## config.mk

```make
export PLATFORM = sky130hd
export DESIGN_NAME = nvm_ctl
export DESIGN_NICKNAME = d
export VERILOG_FILES = /design/src/rtl/nvm_ctl_pkg.sv /design/src/rtl/nvm_ctl.sv
export VERILOG_INCLUDE_DIRS = /design/src /design/src/rtl
export SDC_FILE = /design/constraint.sdc
export NUM_CORES = 1
export LEC_CHECK = 0
export BUFFER_PORTS_ARGS = -buffer_cell sky130_fd_sc_hd__buf_4
export CAP_MARGIN = 20
export CORE_ASPECT_RATIO = 1.5
export CORE_UTILIZATION = 29
export CTS_CLUSTER_SIZE = 40
export DETAILED_ROUTE_END_ITERATION = 16
export PLACE_DENSITY_LB_ADDON = 0.3
export SLEW_MARGIN = 20
export SYNTH_ARGS = -nofsm -noshare
export SYNTH_HDL_FRONTEND = slang
export SYNTH_SLANG_ARGS = --single-unit
```

## constraint.sdc

```tcl
create_clock -name i_mclk -period 2.9 [get_ports i_mclk]
set_clock_uncertainty 0.15 [all_clocks]
set_input_delay 0.435 -clock i_mclk [delete_from_list [all_inputs] [get_ports i_mclk]]
set_output_delay 0.435 -clock i_mclk [all_outputs]
set_load 0.005 [all_outputs]
```

## src/rtl/nvm_ctl_regs.svh

```systemverilog
`ifndef NVM_CTL_REGS_SVH
`define NVM_CTL_REGS_SVH
// register offsets
`define NVM_OFF_DIV_HI      8'hEE
`define NVM_OFF_DIV_LO      8'hEF
`define NVM_OFF_MCR         8'hF0
`define NVM_OFF_PROT        8'hF1
`define NVM_OFF_TST         8'hF2
`define NVM_OFF_PROG        8'hF3
// program control fields
`define NVM_PRG_BULK_PROT   7
`define NVM_PRG_AUTO        5
`define NVM_PRG_BYTE        4
`define NVM_PRG_ROW         3
`define NVM_PRG_ERASE       2
`define NVM_PRG_LAT         1
`define NVM_PRG_PGM         0
// module config fields
`define NVM_MCR_NOBDL       7
`define NVM_MCR_SHADOW_DIS  6
`define NVM_MCR_WAI         2
`define NVM_MCR_PLCK        1
`define NVM_MCR_DUMMY       0
`define NVM_PROG_RESET      8'h80
// protect register
`define NVM_PROT_SHP        6
`define NVM_PROT_RESET      8'h7F
// array map
`define NVM_SHADOW_HI       12'hFC0
`define NVM_SHADOW_LO       12'hFC1
`define NVM_ARRAY_BASE      12'h800
// timing, counted in self-time ticks
`define NVM_PULSE_US        10000
`define NVM_TICK_US         35
`define NVM_PULSE_TICKS     (`NVM_PULSE_US / `NVM_TICK_US)
`endif

```

## src/rtl/nvm_ctl_pkg.sv

```systemverilog
package nvm_ctl_pkg;
	typedef enum logic [1:0] {
		NVM_IDLE = 2'b01,
		NVM_BUSY = 2'b10
	} nvm_state_e;
	typedef struct packed {
		nvm_state_e  state;
		logic [9:0]  div;
		logic        div_wr_done;
		logic [3:0]  mcr_hi;
		logic        wai;
		logic        plck;
		logic        plck_wr_done;
		logic        dummy_bit;
		logic [7:0]  prot;
		logic [7:0]  tst;
		logic [7:0]  prog;
		logic [11:0] lat_addr;
		logic [15:0] lat_data;
		logic        lat_word;
		logic        lat_valid;
		logic [9:0]  presc;
		logic [15:0] ticks;
		logic        hv;
		logic [7:0]  rdata;
		logic        boot;
	} nvm_state_s;
endpackage : nvm_ctl_pkg

```

## src/rtl/nvm_ctl.sv

```systemverilog
// Overview of operation
// - divider readable always; one write normal, unlimited special, only while latch clear
// - at reset divider 9:8 from shadow high bits 1:0, 7:0 from shadow low
// - zero divider never starts a cycle and blocks writes to latch control
// - config 7:4 from shadow, bit3 one, wait-stop one, lock and dummy zero
// - debug lockout disable bit readable always, writable only in special mode
// - shadow disable clear steers 0FC0-0FC1 accesses to shadow word; special-mode write
// - bulk program or erase reaches shadow word only when shadow is enabled
// - wait-stop one gates module clock during wait; always read/write
// - protect lock freezes protect and bulk bits; single write normal, free special
// - block protect writable only while program enable and lock are zero
// - shadow protect set refuses program or erase of shadow word
// - six block protect bits each guard one address range
// - test bits ignore writes and read zero in normal mode
// - bulk protect resets one, forbids bulk and row erase, guarded writes
// - auto-clear ends program enable at cycle end; else software clears both
// - erase select one uses byte and row bits to choose erase size
// - byte erase touches only the latched byte or aligned word
// - latch control captures array bus; frozen while program enable or divider zero
// - program enable sets only when latch already set
// - program enable freezes control bits, array writes and latches
// - protected target never starts the timed cycle, so no auto clear
`timescale 1ns/1ps
`default_nettype none
`include "nvm_ctl_regs.svh"
module nvm_ctl (
	// clock and reset
	input  wire logic        i_mclk,
	input  wire logic        i_reset,
	// chip mode and shadow word
	input  wire logic        i_special_mode_n,
	input  wire logic        i_wait_mode,
	input  wire logic [15:0] i_shadow_word,
	// register port
	input  wire logic [7:0]  i_reg_addr,
	input  wire logic [7:0]  i_reg_wdata,
	input  wire logic        i_reg_wr,
	input  wire logic        i_reg_rd,
	output logic      [7:0]  o_reg_rdata,
	// array write bus
	input  wire logic        i_arr_wr,
	input  wire logic [11:0] i_arr_addr,
	input  wire logic [15:0] i_arr_wdata,
	input  wire logic        i_arr_word,
	// array control outputs
	output logic             o_latch_active,
	output logic             o_hv_enable,
	output logic             o_erase,
	output logic [1:0]       o_erase_size,
	output logic [11:0]      o_op_addr,
	output logic [15:0]      o_op_data,
	output logic             o_op_word,
	output logic             o_shadow_select,
	output logic             o_debug_lockout_disable,
	output logic             o_module_clk_en,
	output logic [7:0]       o_tick_count
);
	nvm_ctl_pkg::nvm_state_s r_ff, nxt_r;
	logic special, div_zero, wr, tick, prot_hit, shadow_hit, bulk_req;
	logic [5:0] blk_hit;
	logic [7:0] rd;
	logic [7:0] p;
	assign special  = ~i_special_mode_n;
	assign div_zero = (r_ff.div == 10'h000);
	assign bulk_req = r_ff.prog[`NVM_PRG_ERASE] && !r_ff.prog[`NVM_PRG_BYTE];
	assign tick     = (r_ff.presc == r_ff.div - 10'h001) && !div_zero;
	assign shadow_hit = !r_ff.mcr_hi[2] && (r_ff.lat_addr[11:1] == 11'h7E0);
	// per-block address decode
	assign blk_hit[5] = (r_ff.lat_addr[11:10] == 2'b10);
	assign blk_hit[4] = (r_ff.lat_addr[11:9] == 3'b110);
	assign blk_hit[3] = (r_ff.lat_addr[11:8] == 4'hE);
	assign blk_hit[2] = (r_ff.lat_addr[11:7] == 5'h1E);
	assign blk_hit[1] = (r_ff.lat_addr[11:6] == 6'h3E);
	assign blk_hit[0] = (r_ff.lat_addr[11:6] == 6'h3F);
	always_comb begin
		logic bulk;
		bulk = r_ff.prog[`NVM_PRG_ERASE] && !r_ff.prog[`NVM_PRG_BYTE];
		prot_hit = 1'b0;
		if (!bulk && |(blk_hit & r_ff.prot[5:0]))
			prot_hit = 1'b1;
		if (bulk && |r_ff.prot[5:0])
			prot_hit = 1'b1;
		if (bulk && r_ff.prog[`NVM_PRG_BULK_PROT])
			prot_hit = 1'b1;
		if ((shadow_hit || (bulk && !r_ff.mcr_hi[2])) && r_ff.prot[`NVM_PROT_SHP])
			prot_hit = 1'b1;
		if (!r_ff.lat_valid)
			prot_hit = 1'b1;
	end
	always_comb begin
		nxt_r = r_ff;
		wr    = i_reg_wr;
		p     = r_ff.prog;
		nxt_r.boot = 1'b0;
		if (r_ff.boot) begin
			nxt_r.div    = {i_shadow_word[9:8], i_shadow_word[7:0]};
			nxt_r.mcr_hi = i_shadow_word[15:12];
		end
		// prescaler
		nxt_r.presc = tick ? 10'h000 : r_ff.presc + 10'h001;
		if (div_zero)
			nxt_r.presc = 10'h000;
		// register writes
		if (wr && i_reg_addr == `NVM_OFF_DIV_HI && !p[`NVM_PRG_LAT]
			&& (special || !r_ff.div_wr_done)) begin
			nxt_r.div[9:8]     = i_reg_wdata[1:0];
			nxt_r.div_wr_done  = 1'b1;
		end
		if (wr && i_reg_addr == `NVM_OFF_DIV_LO && !p[`NVM_PRG_LAT]
			&& (special || !r_ff.div_wr_done)) begin
			nxt_r.div[7:0]     = i_reg_wdata;
			nxt_r.div_wr_done  = 1'b1;
		end
		if (wr && i_reg_addr == `NVM_OFF_MCR) begin
			if (special)
				nxt_r.mcr_hi[3:2] = i_reg_wdata[7:6];
			nxt_r.wai = i_reg_wdata[`NVM_MCR_WAI];
			nxt_r.dummy_bit = i_reg_wdata[`NVM_MCR_DUMMY];
			if (special || !r_ff.plck_wr_done) begin
				nxt_r.plck         = i_reg_wdata[`NVM_MCR_PLCK];
				nxt_r.plck_wr_done = 1'b1;
			end
		end
		if (wr && i_reg_addr == `NVM_OFF_PROT && !p[`NVM_PRG_PGM] && !r_ff.plck)
			nxt_r.prot = {1'b0, i_reg_wdata[6:0]};
		if (wr && i_reg_addr == `NVM_OFF_TST && special)
			nxt_r.tst = i_reg_wdata;
		if (wr && i_reg_addr == `NVM_OFF_PROG) begin
			if (!p[`NVM_PRG_PGM]) begin
				if (!r_ff.plck)
					nxt_r.prog[`NVM_PRG_BULK_PROT] = i_reg_wdata[`NVM_PRG_BULK_PROT];
				nxt_r.prog[5:2] = {i_reg_wdata[5:4], i_reg_wdata[3:2]};
				if (!div_zero)
					nxt_r.prog[`NVM_PRG_LAT] = i_reg_wdata[`NVM_PRG_LAT];
				if (p[`NVM_PRG_LAT] && i_reg_wdata[`NVM_PRG_LAT])
					nxt_r.prog[`NVM_PRG_PGM] = i_reg_wdata[`NVM_PRG_PGM];
			end else begin
				nxt_r.prog[`NVM_PRG_PGM] = i_reg_wdata[`NVM_PRG_PGM];
			end
		end
		if (!nxt_r.prog[`NVM_PRG_LAT])
			nxt_r.lat_valid = 1'b0;
		// array latch capture, frozen while program enable
		if (i_arr_wr && p[`NVM_PRG_LAT] && !p[`NVM_PRG_PGM]) begin
			nxt_r.lat_addr  = i_arr_addr;
			nxt_r.lat_data  = i_arr_wdata;
			nxt_r.lat_word  = i_arr_word && !i_arr_addr[0];
			nxt_r.lat_valid = 1'b1;
		end
		// timed cycle
		case (r_ff.state)
			nvm_ctl_pkg::NVM_IDLE: begin
				nxt_r.hv    = 1'b0;
				nxt_r.ticks = 16'h0000;
				if (p[`NVM_PRG_PGM] && !div_zero && !prot_hit) begin
					nxt_r.state = nvm_ctl_pkg::NVM_BUSY;
					nxt_r.hv    = 1'b1;
				end
			end
			nvm_ctl_pkg::NVM_BUSY: begin
				if (tick && r_ff.hv)
					nxt_r.ticks = r_ff.ticks + 16'h0001;
				if (!nxt_r.prog[`NVM_PRG_PGM]) begin
					nxt_r.state = nvm_ctl_pkg::NVM_IDLE;
					nxt_r.hv    = 1'b0;
				end else if (r_ff.hv && r_ff.ticks >= 16'(`NVM_PULSE_TICKS)) begin
					nxt_r.hv    = 1'b0;
					// without auto-clear, park here so the pulse is not restarted
					if (p[`NVM_PRG_AUTO]) begin
						nxt_r.prog[`NVM_PRG_PGM] = 1'b0;
						nxt_r.state              = nvm_ctl_pkg::NVM_IDLE;
					end
				end
			end
			default: nxt_r.state = nvm_ctl_pkg::NVM_IDLE;
		endcase
		// read mux
		case (i_reg_addr)
			`NVM_OFF_DIV_HI: rd = {6'h00, r_ff.div[9:8]};
			`NVM_OFF_DIV_LO: rd = r_ff.div[7:0];
			`NVM_OFF_MCR:    rd = {r_ff.mcr_hi, 1'b1, r_ff.wai, r_ff.plck, r_ff.dummy_bit};
			`NVM_OFF_PROT:   rd = r_ff.prot;
			`NVM_OFF_TST:    rd = special ? r_ff.tst : 8'h00;
			`NVM_OFF_PROG:   rd = r_ff.prog;
			default:         rd = 8'h00;
		endcase
		nxt_r.rdata = i_reg_rd ? rd : 8'h00;
	end
	always_ff @(posedge i_mclk) begin
		if (i_reset) begin
			r_ff       <= '0;
			r_ff.state <= nvm_ctl_pkg::NVM_IDLE;
			r_ff.wai   <= 1'b1;
			r_ff.prot  <= `NVM_PROT_RESET;
			r_ff.prog  <= `NVM_PROG_RESET;
			r_ff.boot  <= 1'b1;
		end else begin
			r_ff <= nxt_r;
		end
	end
	assign o_reg_rdata             = r_ff.rdata;
	assign o_latch_active          = r_ff.prog[`NVM_PRG_LAT];
	assign o_hv_enable             = r_ff.hv;
	assign o_erase                 = r_ff.prog[`NVM_PRG_ERASE];
	assign o_erase_size            = r_ff.prog[`NVM_PRG_BYTE] ? 2'b10
	                               : {1'b0, r_ff.prog[`NVM_PRG_ROW]};
	assign o_op_addr               = r_ff.lat_addr;
	assign o_op_data               = r_ff.lat_data;
	assign o_op_word               = r_ff.lat_word;
	assign o_shadow_select         = shadow_hit;
	assign o_debug_lockout_disable = r_ff.mcr_hi[3];
	assign o_module_clk_en         = !(r_ff.wai && i_wait_mode);
	assign o_tick_count            = r_ff.ticks[7:0];
endmodule : nvm_ctl
`default_nettype wire

```

# Word-level counts from Yosys, hierarchy flattened
# Index checks and enable logic that the tools add are counted.
[word_totals] wordCells=151 memories=0 ramBits=0 regBits=109 rom_bits=0 latch_bits=0 in_bits=68 output_inout_bits=53
[classes] eq_ne=21 n_lt_le_gt_ge=1 div=0 bitwise_logic=5 mux=37 addsub=3 shifts=0 n_reduce_logical=60 multipliers=0
[ops] cell="$eq 8x8->1 const B" n=6
[ops] cell="$pmux 8 s6" n=1
[ops] cell="$pmux 17 s2" n=1
[ops] cell="$logic_and 1x1->1" n=30
[ops] cell="$mux 1" n=20
[ops] cell="$mux 2" n=9
[ops] cell="$add 16x1->16 const B" n=1
[ops] cell="$ge 16x9->1 const B" n=1
[ops] cell="$mux 16" n=1
[ops] cell="$eq 6x6->1 const B" n=2
[ops] cell="$logic_not 1->1" n=12
[ops] cell="$reduce_or 6->1" n=2
[ops] cell="$eq 11x11->1 const B" n=1
[ops] cell="$add 10x1->10 const B" n=1
[ops] cell="$eq 10x10->1" n=1
[ops] cell="$logic_not 10->1" n=1
[ops] cell="$mux 10" n=1
[ops] cell="$sub 10x1->10 const B" n=1
[ops] cell="$mux 9" n=1
[ops] cell="$mux 8" n=1
[ops] cell="$reduce_and 2->1" n=4
[ops] cell="$reduce_bool 2->1" n=4
[ops] cell="$and 6x6->6" n=1
[ops] cell="$ne 3x3->1 const B" n=2
[ops] cell="14 further kinds" n=22

# Depth between registers and ports, before layout
[depth] ltp_word=13 mapped_depth=10 depth_no_buf=8

# Least setup slack after synthesis
# Ideal clock, no wire load.
[synth_timing] path_kind="register to register" start="register r_ff[99] (netlist name)" end="register r_ff (netlist bit o_tick_count[0])" slack_ps=91 path_buffers=1 required_ps=2663 arrival_ps=2572 stages_incl_launch_ff=9 period_less_slack_ps=2809 setup_time_ps=87 path_cell_list="dfxtp_1 > inv_1 > ha_1 > or4b_4 > o311a_1 > a2111o_1 > buf_6 > or4_1 > o31ai_1"
[synth_via] elab_chain_cells=6 word_cells_on_any_way=8 cone_classes="1 x add/sub; 2 x eq/ne; 5 x reduce/logical"
[synth_rtl] item="from (decl)" line="nvm_ctl.sv:58" text="nvm_ctl_pkg::nvm_state_s r_ff, nxt_r;"
[synth_rtl] item="from (signal assigned)" line="nvm_ctl.sv:198" text="r_ff <= nxt_r;"
[synth_rtl] item="$sub 10x1->10 or $logic_not 10->1 (tied branches)" line="nvm_ctl.sv:66, nvm_ctl.sv:64"
[synth_rtl] item="$eq 10x10->1 or $logic_not 1->1 (tied branches)" line="nvm_ctl.sv:66" text="assign tick = (r_ff.presc == r_ff.div - 10'h001) && !div_zero;"
[synth_rtl] item="$logic_and 1x1->1 *" line="nvm_ctl.sv:66"
[synth_rtl] item="$logic_and 1x1->1 *" line="nvm_ctl.sv:161" text="if (tick && r_ff.hv)"
[synth_rtl] item="$ne 2x2->1 (no line) *"
[synth_rtl] item="$reduce_and 2->1 (no line) *"
# Every way passes the cells marked *; elsewhere a longest branch is shown, timed or not.
# A chain may end at the register's enable or synchronous reset.

# Worst setup path after layout
[layout_timing] start="register r_ff[100] (netlist name)" end="register r_ff[18] (netlist name)"
# Same word-level chain as after synthesis.

==> results.rst <==
.. list-table::
   :header-rows: 1

   * - Metric
     - Value
   * - Outcome
     - finished clean
   * - FF+latch count, synth
     - between 100 and 150
   * - Multi-input gate area
     - 0.002938 mm²
   * - Post-synth cell types
     - 61
   * - Wire length of the first global-routing pass
     - roughly 23000 µm
   * - TritonRoute pass-1 iters
     - 4
   * - Internal Dissipation
     - around 0.0025 W
   * - Largest net degree at the start of global routing
     - 56
   * - Proportion of synthesized flip-flops having asynchronous set or reset
     - 0%
   * - Die Y
     - approximately 170 µm
   * - Mapped Area
     - between 0.005 and 0.006 mm²
   * - CTS max path bufs
     - 2
   * - Number of fill cells in the layout
     - roughly 2100
   * - Die area
     - roughly 0.020 mm²
   * - Most common library cell in the layout ignoring fill and taps
     - buf_4
   * - Final setup violation count
     - 0
   * - Count of antenna-violating nets left after detailed routing
     - 0
   * - Pre-CTS setup slack
     - about 0.019 ns
   * - Routed length on met1
     - between 6000 and 7000 µm
   * - Area of the core region
     - about 0.019 mm²
   * - Worst rel slew slack
     - 37.12%
   * - CTS tree
     - done
   * - Proportion of power drawn by combinational gates
     - 9.1%
   * - FP Rows
     - between 60 and 70
   * - Detailed-route via count
     - a little under 5000
   * - All-Layer GR Usage
     - between 10% and 20%
   * - Post-Synthesis Cells
     - ~700
   * - Number of buffers added for setup after CTS
     - 0
   * - Worst path cell trace
     - inv_2 -> ha_4 -> or4b_4 -> and3b_2 -> o2111ai_4 -> a2111o_2 -> buf_6 -> nor4b_4 -> mux2i_1
   * - Leakage
     - roughly 2.7 nW
   * - Count of unresolved DRC violations after routing
     - 0
   * - CTS Sinks
     - ~110
   * - Reg-to-reg setup timing slack
     - 0.06 ns
   * - Power share of the clock group
     - between 40% and 50%
   * - Most common flop cell mapped by yosys
     - dfxtp_1
   * - Count of boundary I/O pins
     - 121
   * - Transition time at the pin with the least slew margin
     - about 0.94 ns
   * - Highest-count cells in the layout ignoring fill and taps
     - 144 x buf_4, 107 x dfxtp_1, 105 x nand2_1, 57 x nor2_1, 56 x a21oi_1
   * - Width of the chip
     - 115.6 µm
   * - Worst path bufs/invs
     - 2
   * - Top layer used by detailed routing
     - met4
   * - Detailed route wirelength on metal3
     - around 710 µm
   * - Number of global-route vias before repair
     - about 4500
   * - Minimum clock period
     - around 2.8 ns
   * - Cts-stage hold buffer count
     - 0
   * - Synthesized net count
     - between 700 and 800
   * - Clk_lat worst skew
     - 0.35 ns
   * - Power per unit of standard cell area
     - approximately 470 mW/mm²
   * - Number of instances resized during post-cts repair
     - 0
   * - Switching portion of total power
     - 24.33%
   * - Num CTS Buffers
     - 9
   * - Max-slew violation count
     - 0
   * - Number of endpoints with negative hold slack in the final report
     - 0
   * - Maximum single-stage delay on the critical path
     - approximately 0.57 ns
   * - Layout Area Growth over Synthesis
     - 24.21%
   * - I/O Buffers
     - around 120
   * - Met2 wire length
     - 7972 µm
   * - Total inserted antenna cells
     - 0
   * - Starting DRC count in detailed routing
     - 220
   * - Root buffer cell
     - clkbuf_16
   * - Number of flops mapped to enable cells by yosys
     - 0
   * - HPWL Detailed
     - roughly 11000 µm
   * - Via-to-Cell Ratio
     - 4.863
   * - Final Routed Wirelength
     - 15510 µm
   * - Tightest hold margin
     - between 0.15 and 0.2 ns
   * - Endpoint required time on the critical path
     - slightly above 3 ns
   * - Category of the worst setup path launch point
     - flop
   * - Combined flip-flop and latch cell area
     - between 0.002 and 0.0025 mm²
   * - Gpl congestion
     - 0.7773
   * - Power share of the sequential group
     - 47.3%
   * - Setup repair after global routing missed its margin
     - yes
   * - Endpoint type of the worst setup path
     - flop
   * - Initial cell density of the core
     - between 20% and 30%
   * - Largest driver fanout on the critical path
     - 6
   * - CP delay by family, top
     - simple AND/OR/NAND/NOR gates
   * - Net count reported at finish
     - around 840
   * - Clock transition time at the flip-flop clock pins of the worst setup and hold paths
     - ~0.08 ns
   * - Reported net switching power
     - about 0.00079 W
   * - Hold/Removal Path Class
     - input pin to flop
   * - VDD IR-drop max
     - ~0.24 mV
   * - Post-DR wirelength/cell
     - 15.16 µm
   * - Synthesis Warnings
     - 0
   * - Antenna violations before repair
     - 0
   * - Worst setup path class
     - flop to flop
   * - Cell with the largest stage delay on the worst path
     - a2111o_2
   * - Sequential area share after synthesis
     - 38.85%
   * - Maximum level of the CTS H-tree
     - 3
   * - PnR worst setup slack
     - between 0.05 and 0.06 ns
   * - Layout cells sized above 1
     - between 20% and 30%
   * - Final clock period utilization by the worst path
     - a little over nine tenths
   * - Sum of overflow across all layers after global routing
     - 0
   * - Max-cap viol count
     - 0
   * - Post-Synthesis Mean Instance Area
     - 8.176 µm²
   * - Critical Path AT
     - 2.98 ns
   * - Achievable Freq
     - around 0.35 GHz
-- per-stage QoR --
stage               instance area, µm²  total power, W  instances  util (%)  setup TNS, ns
finish                            6977        0.003252       1023     36.56              0
global route                      6977        0.003372       1023     36.56        -0.2571
CTS                               6869        0.003288       1022     36.00              0
detailed placement                6526        0.001856       1006     34.20              0
global placement                  6526        0.001855       1006     34.20              0
floorplan                         5617        0.001707        687         -              0
-- worst reg2reg max path: cells and delay by family, from the launching register on --
family,cells,cell delay (ns)
multiplexers,1,0.21
AO/OA/AOI/OAI,2,0.73
flip-flops,1,0.33
buffers and inverters,2,0.23
AND/OR/NAND/NOR,3,1.01
adder cells (fa/ha/maj),1,0.13
-- Yosys cell counts (2+ instances only) --
master	n	area (µm²)
nand3_1	27	135.1
a21oi_1	56	280.3
a31oi_1	5	31.28
nand2_1	105	394.1
nand2b_1	13	81.33
a211oi_1	16	120.1
nor2_1	57	214.0
nor3b_1	2	15.01
dfxtp_1	109	2182
inv_1	18	67.56
mux2_2	2	22.52
ha_1	7	87.58
buf_6	3	33.78
clkbuf_1	28	105.1
nand3b_1	2	15.01
mux2i_1	34	340.3
or4_1	9	67.56
a211o_1	11	96.34
o21ai_0	13	65.06
nor2b_1	8	50.05
and3_1	7	43.79
nor4_1	5	31.28
nor3_1	16	80.08
and4_1	2	17.52
and2_1	3	18.77
nand4_1	6	37.54
xnor2_1	6	52.55
nand4b_1	2	17.52
buf_1	3	11.26
xor2_1	14	122.6
o211ai_1	9	67.56
a22oi_1	7	52.55
o31ai_1	2	15.01
buf_4	48	360.4
o21bai_1	2	15.01
or3_1	5	31.28
-- flip-flops by register name (all words and copies together), names as in the netlist --
| signal | cells |
|---|---|
| r_ff | 55 |
| o_hv_enable | 1 |
| o_debug_lockout_disable | 1 |
| o_op_addr | 12 |
| o_reg_rdata | 8 |
| o_tick_count | 8 |
| o_op_word | 1 |
| o_op_data | 16 |
| p | 7 |
-- power groups by stage --
| stage | sequential, W | clock [W] | combinational (W) |
|---|---|---|---|
| detailed placement | 0.00157 | 0 | 0.000282 |
| finish | 0.00154 | 0.00142 | 0.000298 |
| CTS | 0.00154 | 0.00147 | 0.000283 |
| floorplan | 0.00156 | 0 | 0.000144 |
| global placement | 0.00157 | 0 | 0.000281 |
| global route | 0.00154 | 0.00151 | 0.000324 |
-- metal layers --
layer | up-vias | global-route usage (%)
li1 | 2507 | -
met1 | 2331 | 17.89
met2 | 118 | 26.66
met3 | 19 | 2.769
met4 | 0 | 6.856
met5 | - | 0
-- final timing paths --
check | start | end | depth (start not counted)
worst max-delay path | r_ff[100]$_SDFFE_PP0P_ | r_ff[18]$_SDFFE_PP0P_ | 9
worst min register to register | o_op_data[7]$_SDFFE_PP0P_ | o_op_data[7]$_SDFFE_PP0P_ | 2
worst min-delay path | i_shadow_word[12] | r_ff[94]$_SDFFE_PP0P_ | 3
worst max register to register | r_ff[100]$_SDFFE_PP0P_ | r_ff[18]$_SDFFE_PP0P_ | 9
-- cells by family (layout without fill, tap and decap cells) --
group	Yosys count	in the layout	synth area share [%]
buffers and inverters	102	181	10.58
AND/OR/NAND/NOR	275	275	23.46
multiplexers	36	36	6.460
AO/OA/AOI/OAI	138	139	15.97
flip-flops	109	109	38.85
adder cells (fa/ha/maj)	7	7	1.559
XOR/XNOR	20	20	3.119
-- final cells by class --
class                           instances  share of cell area (%)
Clock buffer                           10                   3.425
Tap cell                              256                   4.591
Inverter                               18                  0.9684
Timing Repair Buffer                  147                   16.10
Clock inverter                          6                   1.489
Multi-Input combinational cell        477                   42.11
Sequential cell                       109                   31.31
Power figures use the tool's default switching activity.
